File: src/hdl/dbg_pkg.sv
// package of constants and types for the debug breakpoint generator
package dbg_pkg;
    // register byte offsets
    localparam logic [7:0] DBG_CTRL_OFS = 8'h00;   // debug_control_one
    localparam logic [7:0] DBG_STAT_OFS = 8'h04;   // sticky event status
    localparam logic [7:0] DBG_MASK_OFS = 8'h08;   // interrupt mask
    localparam logic [7:0] DBG_SEQ_OFS = 8'h0c;    // sequencer state view
    // debug_control_one field positions
    localparam int DBG_ARM_BIT = 7;                // session armed
    localparam int DBG_FORCE_TRIGGER_BIT_BIT = 6;               // force_trigger_bit
    localparam int DBG_ROUTE_BIT = 4;              // route_to_debug_mode_bit
    localparam int DBG_CPUBRK_BIT = 3;             // cpu_break_enable
    localparam logic [7:0] DBG_CTRL_RST = 8'h00;   // control reset value
    localparam logic [7:0] DBG_CTRL_WMASK = 8'h98; // writable, force_trigger_bit self-clears
    // status bit positions
    localparam int DBG_EV_SWI = 0;                 // swi breakpoint issued
    localparam int DBG_EV_BDM = 1;                 // debug-mode breakpoint issued
    localparam int DBG_EV_NUM = 2;                 // number of events
    localparam logic [1:0] DBG_EV_RST = 2'h0;      // status and mask reset
    // ahb-lite codes
    localparam logic [1:0] DBG_HTRANS_NONSEQ = 2'h2;
    localparam logic [2:0] DBG_HSIZE_WORD = 3'h2;
    // sequencer states, one-hot
    typedef enum logic [2:0] {
        DBG_SEQ_IDLE = 3'h1,   // idle_sequencer_state
        DBG_SEQ_ARMED = 3'h2,  // watching for a match or event
        DBG_SEQ_FINAL = 3'h4   // final state, breakpoint raised if routed and not suppressed
    } dbg_seq_t;
endpackage : dbg_pkg

File: src/hdl/dbg_brk_gen.sv
// breakpoint generation and routing for the on-chip debug unit
// Operation
// breakpoints only through the final sequencer state
// clearing armed bit never raises breakpoint
// match or event to idle may break
// force trigger enters final, breaks when disarmed
// debug mode only with controller enabled
// no breakpoints while debug mode active
// no breakpoints during single step command
// request taken at next instruction boundary
// debug request beats coincident software interrupt
// deferred software interrupt runs after return
// routing by enable, mapping, controller, mode
// host configures and arms, then unit monitors
// external event synchronised, one pulse each
//
// Design decisions made here: the register offsets and the AHB-Lite register port.
`timescale 1ns/1ps
module dbg_brk_gen (
    // clock and reset
    input wire logic clk_in,
    input wire logic rst_n_in,
    // ahb-lite slave
    input wire logic hsel_in,
    input wire logic [7:0] haddr_in,
    input wire logic [1:0] htrans_in,
    input wire logic hwrite_in,
    input wire logic [2:0] hsize_in,
    input wire logic [31:0] hwdata_in,
    input wire logic hready_in,
    output logic [31:0] hrdata_out,
    output logic hreadyout_out,
    output logic hresp_out,
    // comparator and event sources
    input wire logic comparator_match_in,
    input wire logic external_event_input_in,
    // background debug controller and cpu status
    input wire logic controller_enable_bit_in,
    input wire logic background_debug_mode_in,
    input wire logic single_step_command_in,
    input wire logic insn_boundary_in,
    input wire logic swi_at_boundary_in,
    // breakpoint requests toward the cpu
    output logic brk_swi_out,
    output logic brk_bdm_out,
    output logic swi_defer_out,
    // interrupt
    output logic irq_out
);
    import dbg_pkg::*;

    ////////////////////////////////////////////////////////////////////
    // state
    typedef struct packed {
        logic [7:0] ctrl;            // debug_control_one
        logic [DBG_EV_NUM-1:0] stat; // sticky events
        logic [DBG_EV_NUM-1:0] mask; // interrupt enables
        dbg_seq_t seq;               // sequencer
        logic pend;                  // breakpoint waiting for boundary
        logic pend_bdm;              // pending one goes to debug mode
        logic swi_pend;              // swi deferred behind debug entry
        logic brk_swi;               // registered swi request
        logic brk_bdm;               // registered debug-mode request
        logic wr_ph;                 // write data phase pending
        logic [7:0] wr_addr;         // latched write address
        logic [31:0] rdata;          // read data
    } dbg_state_t;

    dbg_state_t st_q;
    dbg_state_t st_d;
    logic ev_pulse;      // synchronised external event
    logic force_trigger_bit_wr;       // software writes one to trigger
    logic arm_wr_val;    // armed value being written
    logic ctrl_wr;       // control register write this cycle
    logic suppress;      // breakpoints blocked
    logic route_ok_swi;  // routing table gives swi
    logic route_ok_bdm;  // routing table gives debug mode
    logic rd_req;        // read address phase accepted
    logic wr_req;        // write address phase accepted
    logic [DBG_EV_NUM-1:0] ev_set; // events this cycle

    ////////////////////////////////////////////////////////////////////
    // event input crossing
    dbg_event_sync u_sync (
        .clk_in(clk_in),
        .rst_n_in(rst_n_in),
        .level_in(external_event_input_in),
        .pulse_out(ev_pulse)
    );

    ////////////////////////////////////////////////////////////////////
    // bus decode: single word transfers, no wait states
    assign rd_req = hsel_in & hready_in & (htrans_in == DBG_HTRANS_NONSEQ)
                    & ~hwrite_in & (hsize_in == DBG_HSIZE_WORD);
    assign wr_req = hsel_in & hready_in & (htrans_in == DBG_HTRANS_NONSEQ)
                    & hwrite_in & (hsize_in == DBG_HSIZE_WORD);
    assign ctrl_wr = st_q.wr_ph & (st_q.wr_addr == DBG_CTRL_OFS);
    assign force_trigger_bit_wr = ctrl_wr & hwdata_in[DBG_FORCE_TRIGGER_BIT_BIT];
    assign arm_wr_val = hwdata_in[DBG_ARM_BIT];

    // blocked in debug mode or while single stepping
    assign suppress = background_debug_mode_in
                      | single_step_command_in;

    // routing table, debug mode inactive already folded into suppress
    assign route_ok_swi = st_q.ctrl[DBG_CPUBRK_BIT]
                          & ~st_q.ctrl[DBG_ROUTE_BIT];
    assign route_ok_bdm = st_q.ctrl[DBG_CPUBRK_BIT]
                          & st_q.ctrl[DBG_ROUTE_BIT]
                          & controller_enable_bit_in;

    ////////////////////////////////////////////////////////////////////
    // next state
    always_comb begin
        st_d = st_q;
        ev_set = '0;
        st_d.brk_swi = 1'b0;
        st_d.brk_bdm = 1'b0;
        st_d.wr_ph = wr_req;
        if (wr_req) begin
            st_d.wr_addr = haddr_in;
        end
        // control write; the trigger bit never stores
        if (ctrl_wr) begin
            st_d.ctrl = hwdata_in[7:0] & DBG_CTRL_WMASK;
        end
        // sequencer
        case (st_q.seq)
            DBG_SEQ_IDLE: begin
                // arming only by a write that sets the armed bit
                if (ctrl_wr && arm_wr_val) begin
                    st_d.seq = DBG_SEQ_ARMED;
                end
            end
            DBG_SEQ_ARMED: begin
                if (ctrl_wr && !arm_wr_val) begin
                    st_d.seq = DBG_SEQ_IDLE;
                end else if (comparator_match_in || ev_pulse) begin
                    st_d.seq = DBG_SEQ_FINAL;
                end
            end
            DBG_SEQ_FINAL: begin
                // final state raises the request when routed and not suppressed, and returns to idle
                st_d.seq = DBG_SEQ_IDLE;
                if (!suppress && (route_ok_swi || route_ok_bdm)) begin
                    st_d.pend = 1'b1;
                    st_d.pend_bdm = route_ok_bdm;
                end
                st_d.ctrl[DBG_ARM_BIT] = 1'b0;
            end
            default: begin
                st_d.seq = DBG_SEQ_IDLE;
            end
        endcase
        // force trigger wins over everything, armed or not
        if (force_trigger_bit_wr) begin
            st_d.seq = DBG_SEQ_FINAL;
        end
        // drop pending request if suppression appears before boundary
        if (suppress) begin
            st_d.pend = 1'b0;
        end
        // issue at the next instruction boundary
        if (st_q.pend && insn_boundary_in && !suppress) begin
            st_d.pend = 1'b0;
            if (st_q.pend_bdm) begin
                st_d.brk_bdm = 1'b1;
                ev_set[DBG_EV_BDM] = 1'b1;
                // swi at this boundary is held until debug mode ends
                st_d.swi_pend = swi_at_boundary_in;
            end else begin
                st_d.brk_swi = 1'b1;
                ev_set[DBG_EV_SWI] = 1'b1;
            end
        end
        // deferred swi released once debug mode is left
        if (st_q.swi_pend && !background_debug_mode_in
            && !st_q.brk_bdm) begin
            st_d.swi_pend = 1'b0;
        end
        // sticky status: write one clears, set wins
        if (st_q.wr_ph && st_q.wr_addr == DBG_STAT_OFS) begin
            st_d.stat = st_q.stat & ~hwdata_in[DBG_EV_NUM-1:0];
        end
        st_d.stat = st_d.stat | ev_set;
        if (st_q.wr_ph && st_q.wr_addr == DBG_MASK_OFS) begin
            st_d.mask = hwdata_in[DBG_EV_NUM-1:0];
        end
        // read data for the following data phase
        if (rd_req) begin
            case (haddr_in)
                DBG_CTRL_OFS: st_d.rdata = {24'h000000, st_q.ctrl};
                DBG_STAT_OFS: st_d.rdata = {30'h00000000, st_q.stat};
                DBG_MASK_OFS: st_d.rdata = {30'h00000000, st_q.mask};
                DBG_SEQ_OFS: st_d.rdata = {28'h0000000, st_q.pend,
                                           st_q.seq};
                default: st_d.rdata = 32'h00000000;
            endcase
        end
    end

    ////////////////////////////////////////////////////////////////////
    // state register
    always_ff @(posedge clk_in or negedge rst_n_in) begin
        if (!rst_n_in) begin
            st_q.ctrl <= DBG_CTRL_RST;
            st_q.stat <= DBG_EV_RST;
            st_q.mask <= DBG_EV_RST;
            st_q.seq <= DBG_SEQ_IDLE;
            st_q.pend <= 1'b0;
            st_q.pend_bdm <= 1'b0;
            st_q.swi_pend <= 1'b0;
            st_q.brk_swi <= 1'b0;
            st_q.brk_bdm <= 1'b0;
            st_q.wr_ph <= 1'b0;
            st_q.wr_addr <= 8'h00;
            st_q.rdata <= 32'h00000000;
        end else begin
            st_q <= st_d;
        end
    end

    ////////////////////////////////////////////////////////////////////
    // outputs
    assign hrdata_out = st_q.rdata;
    assign hreadyout_out = 1'b1;
    assign hresp_out = 1'b0;
    assign brk_swi_out = st_q.brk_swi;
    assign brk_bdm_out = st_q.brk_bdm;
    assign swi_defer_out = st_q.swi_pend;
    assign irq_out = |(st_q.stat & st_q.mask);

    ////////////////////////////////////////////////////////////////////
    // checks
    AST_FORCE_TRIGGER_BIT_FINAL: assert property (@(posedge clk_in) disable iff (!rst_n_in)
        force_trigger_bit_wr |=> st_q.seq == DBG_SEQ_FINAL)
        else $error("trigger write did not reach final state");
    AST_DISARM_NO_FINAL: assert property (@(posedge clk_in)
        disable iff (!rst_n_in)
        (ctrl_wr && !arm_wr_val && !force_trigger_bit_wr && st_q.seq == DBG_SEQ_ARMED)
        |=> st_q.seq == DBG_SEQ_IDLE)
        else $error("disarm write moved sequencer to final");
    AST_FINAL_ONLY: assert property (@(posedge clk_in) disable iff (!rst_n_in)
        $rose(st_q.pend) |-> $past(st_q.seq) == DBG_SEQ_FINAL)
        else $error("breakpoint pending without final state");
    AST_MATCH_FINAL: assert property (@(posedge clk_in)
        disable iff (!rst_n_in)
        (st_q.seq == DBG_SEQ_ARMED && comparator_match_in && !ctrl_wr)
        |=> st_q.seq == DBG_SEQ_FINAL ##1 st_q.seq == DBG_SEQ_IDLE
            || st_q.seq == DBG_SEQ_FINAL)
        else $error("match did not advance sequencer");
    AST_BDM_NEEDS_EN: assert property (@(posedge clk_in)
        disable iff (!rst_n_in)
        brk_bdm_out |-> $past(controller_enable_bit_in))
        else $error("debug entry without controller enable");
    AST_NO_BRK_IN_BDM: assert property (@(posedge clk_in)
        disable iff (!rst_n_in)
        $past(background_debug_mode_in) |-> !brk_swi_out && !brk_bdm_out)
        else $error("breakpoint while debug mode active");
    AST_NO_BRK_STEP: assert property (@(posedge clk_in)
        disable iff (!rst_n_in)
        $past(single_step_command_in) |-> !brk_swi_out && !brk_bdm_out)
        else $error("breakpoint during single step");
    AST_AT_BOUNDARY: assert property (@(posedge clk_in)
        disable iff (!rst_n_in)
        (brk_swi_out || brk_bdm_out) |-> $past(insn_boundary_in))
        else $error("breakpoint off instruction boundary");
    AST_BDM_OVER_SWI: assert property (@(posedge clk_in)
        disable iff (!rst_n_in)
        (st_q.pend && st_q.pend_bdm && insn_boundary_in && !suppress
         && swi_at_boundary_in) |=> brk_bdm_out && swi_defer_out)
        else $error("software interrupt not deferred behind debug entry");
    AST_ROUTE_OFF: assert property (@(posedge clk_in)
        disable iff (!rst_n_in)
        !st_q.ctrl[DBG_CPUBRK_BIT] && st_q.seq == DBG_SEQ_FINAL
        |=> !st_q.pend || $past(st_q.pend))
        else $error("breakpoint raised with cpu break disabled");
endmodule : dbg_brk_gen

File: src/hdl/dbg_event_sync.sv
// two-stage synchroniser with one-pulse edge detect for the event input
`timescale 1ns/1ps
module dbg_event_sync (
    // clock and reset
    input wire logic clk_in,
    input wire logic rst_n_in,
    // raw level in, one pulse out
    input wire logic level_in,
    output logic pulse_out
);
    import dbg_pkg::*;

    // all state in one struct
    typedef struct packed {
        logic s1;   // first stage, read only by s2
        logic s2;   // second stage
        logic s3;   // previous s2 for the edge
    } dbg_sync_t;

    dbg_sync_t st_q;
    dbg_sync_t st_d;

    // next state: pure shift
    always_comb begin
        st_d = st_q;
        st_d.s1 = level_in;
        st_d.s2 = st_q.s1;
        st_d.s3 = st_q.s2;
    end

    // register the state
    always_ff @(posedge clk_in or negedge rst_n_in) begin
        if (!rst_n_in) begin
            st_q <= '0;
        end else begin
            st_q <= st_d;
        end
    end

    // one pulse per rising edge, so one assertion is one event
    assign pulse_out = st_q.s2 & ~st_q.s3;
endmodule : dbg_event_sync

File: config.mk
export PLATFORM = sky130hd
export DESIGN_NAME = dbg_brk_gen
export DESIGN_NICKNAME = d
export VERILOG_FILES = /design/src/hdl/dbg_pkg.sv /design/src/hdl/dbg_brk_gen.sv /design/src/hdl/dbg_event_sync.sv
export SDC_FILE = /design/constraint.sdc
export NUM_CORES = 1
export LEC_CHECK = 0
export ABC_AREA = 1
export BUFFER_PORTS_ARGS = -buffer_cell sky130_fd_sc_hd__buf_2
export CAP_MARGIN = 10
export CELL_PAD_IN_SITES_DETAIL_PLACEMENT = 0
export CELL_PAD_IN_SITES_GLOBAL_PLACEMENT = 2
export CORE_UTILIZATION = 27
export DETAILED_ROUTE_END_ITERATION = 7
export PLACE_DENSITY = 0.9
export SYNTH_ARGS = -nofsm -noshare
export SYNTH_HDL_FRONTEND = slang
export SYNTH_SLANG_ARGS = --single-unit
File: constraint.sdc
create_clock -name clk_in -period 1.9 [get_ports clk_in]
set_input_delay 0.19 -clock clk_in [delete_from_list [all_inputs] [get_ports clk_in]]
set_output_delay 0.19 -clock clk_in [all_outputs]
set_load 0.01 [all_outputs]
==> impl_metrics.tcl <==
set metrics [dict create \
    status "finished, final reports clean" \
    ys_top_cells_by_area "dfrtp_1 41%, buf_4 13%, nand2_1 9.4%" \
    setup-tns-final_ns 0 \
    max_freq_mhz 771 \
    dr.pass1.iters 4 \
    worstSetupPathType "register to register" \
    cts_tree "done" \
    switching_share 0.303 \
    n_antenna_cell 0 \
    core_area_mm2 0.00691 \
    fin_crit_sh 0.683 \
    skew_ns 0.00396 \
    synth_top_family_by_area "simple AND/OR/NAND/NOR gates" \
    dieHeight_um 87.2 \
    final_nets 323 \
    p_per_area_mw_per_mm2 768 \
    ys_ff_latch 33 \
    die_area_mm2 0.00761 \
    synth_most_common_cell "nand2_1" \
    synthXorXnorAreaFrac 0 \
    ctsResizeCount 0 \
    synth_cell_type_count 33 \
    rows 30 \
    p_total_w 0.00170 \
    worstSetupEndpointType "register" \
    ys.flop_type "dfrtp_1" \
    grt.overflow.total 0 \
    regArea_um2 827 \
    antenna_left 0 \
    critPathLaunchType "register" \
    yosys.area.top_type_share 0.408 \
    ioPinCount 95 \
    setup_viol 0 \
    tightest_slew_ns 0.745 \
    post_drt_wl_per_cell_um 10.0 \
    slew_viol_final 0 \
    power_frac_comb 0.210 \
    io_buffer_count 40 \
    synthCells 227 \
    syn_area_mm2 0.00196 \
    cp.required_ns 2.07 \
    rsz0062_at_grt "no" \
    place_worst_setup_slack_ns 0.603 \
    max_cap_viol_count 0 \
    setup_ws_ns 0.603 \
    grt_pass1_vias 1277 \
    synthTopCellsByCount "49 x nand2_1, 34 x buf_4, 32 x dfrtp_1, 24 x inv_1, 18 x nand3_1" \
    peakVddDrop_mv 0.213 \
    yosys.area.top_type "dfrtp_1" \
    cts.htree.levels 2 \
    min_period_ns 1.30 \
    cts_setup_buffers 0 \
    multi_input_area_um2 872 \
    synth_edf_count 0 \
    track_usage 0.105 \
    drcViolationCount 0 \
    syn_area_per_cell_um2 8.64 \
    grt_pass1_wl_um 5940 \
    clock_path_buffers 2 \
    area_growth_pct 12.6 \
    synth-compound-area-share 0.0918 \
    route.final.wire_length_um 3630 \
    p_clk_frac 0.310 \
    grt_max_degree 34 \
    cts_buffers 5 \
    seq_area_frac_synth 0.422 \
    root_buffer "clkbuf_8" \
    worstPathArrival_ns 1.46 \
    hold_path.class "input pin to register" \
    p_leak_nw 1.20 \
    gp_congestion 0.701 \
    synthMuxAreaShare 0 \
    grt_antenna_before_repair 0 \
    synth_adder_area_share 0 \
    initial_core_util 0.284 \
    switching_power_w 0.000515 \
    path_max_fanout 3 \
    via_per_inst 3.94 \
    yosys.area_share.simple 0.299 \
    drive_gt1_frac 0.293 \
    drtIter0Drc 87 \
    async_reset_ff_frac 1.00 \
    clkTransAtPathRegs_ns 0.06 \
    max-slew-margin-rel 0.504 \
    p_int_w 0.00118 \
    finalHoldViolCount 0 \
    dpl.hpwl_um 2850 \
    ys_warn_count 0 \
    chipWidth_um 87.2 \
    clk_latency_ns 0.28 \
    pwr-share-seq 0.481 \
    fill_cells 769 \
    vias 1427 \
    cts_num_sinks 33 \
]
==> cell type report <==
cell class              instances  area share
repair buffers                 41      0.0951
inverters                      25      0.0425
flip-flops and latches         33       0.374
clock buffers                   7      0.0391
multi-input cells             160       0.395
well taps                      96      0.0544
==> layout by cell type (no fill, tap or decap), types with 3 or more instances in the layout <==
cell type and instances:
a21oi_1 4, nand2_1 49, nor2_4 5, conb_1 28
inv_1 24, nand3_1 18, o21ai_2 8, nor3_1 3
clkbuf_8 6, nor2_1 10, o21ai_1 6, buf_2 40
nand3_2 5, dfrtp_1 32, o21ai_0 4, nor2_2 5
==> flip-flops by register name, summed over array words and instances (netlist names) <==
signal	cells
st_q	21
hrdata_out	6
u_sync.st_d	2
brk_bdm_out	1
brk_swi_out	1
swi_defer_out	1
u_sync.st_q	1
==> critical path: stages (launching register included) <==
cell	delay [ns]
dfstp_2	0.55
inv_1	0.05
nor3_1	0.31
nand2_1	0.12
nor2_1	0.10
a21oi_1	0.05
==> cell families (layout without fill, tap and decap cells) <==
| group | count (synthesis) | in the layout |
|---|---|---|
| and+or+nand+nor | 105 | 105 |
| AOI/OAI and AO/OA | 27 | 27 |
| buffers and inverters | 60 | 73 |
| DFF | 33 | 33 |
| other | 2 | 28 |
==> per-stage QoR <==
stage                     cell area (um2)  utilization  hold WS [ns]  instances
after floorplan                      2060            -        -0.106        253
after global placement               2110        0.306         0.295        354
after detailed placement             2110        0.306         0.301        354
after CTS                            2210        0.320       0.00491        362
after global routing                 2210        0.320       0.00106        362
final                                2210        0.320        0.0126        362
==> worst paths after layout <==
kind	from	end	slack (ns)	cells after the start
max	st_q[46]	st_q[47]	0.60	5
min	external_event_input_in	u_sync.st_d[1]	0.01	1
max reg2reg	st_q[46]	st_q[47]	0.60	5
min reg2reg	u_sync.st_d[1]	u_sync.st_d[0]	0.35	0
max in group asynchronous	rst_n_in	brk_swi_out	0.91	2
min in group asynchronous	rst_n_in	st_q[33]	0.51	2
==> routing by layer <==
layer	share of wire	track usage
met5	0	0
met4	0.015	0.0447
met3	0.065	0.0294
met2	0.43	0.158
met1	0.49	0.141
==> repair_timing <==
item                                    4_1_cts  5_1_grt
endpoints found under the hold margin        16        0
hold buffers                                  1        0
endpoints found under the setup margin        0        0
==> power by group through the flow <==
stage                     clock [W]  combinational (W)  sequential (W)
final                      0.000526           0.000356        0.000816
after detailed placement          0           0.000358        0.000829
after CTS                  0.000545           0.000361        0.000816
after global routing       0.000582           0.000405        0.000825
after floorplan                   0           0.000310        0.000815
after global placement            0           0.000355        0.000828
Power figures use the tool's default switching activity.
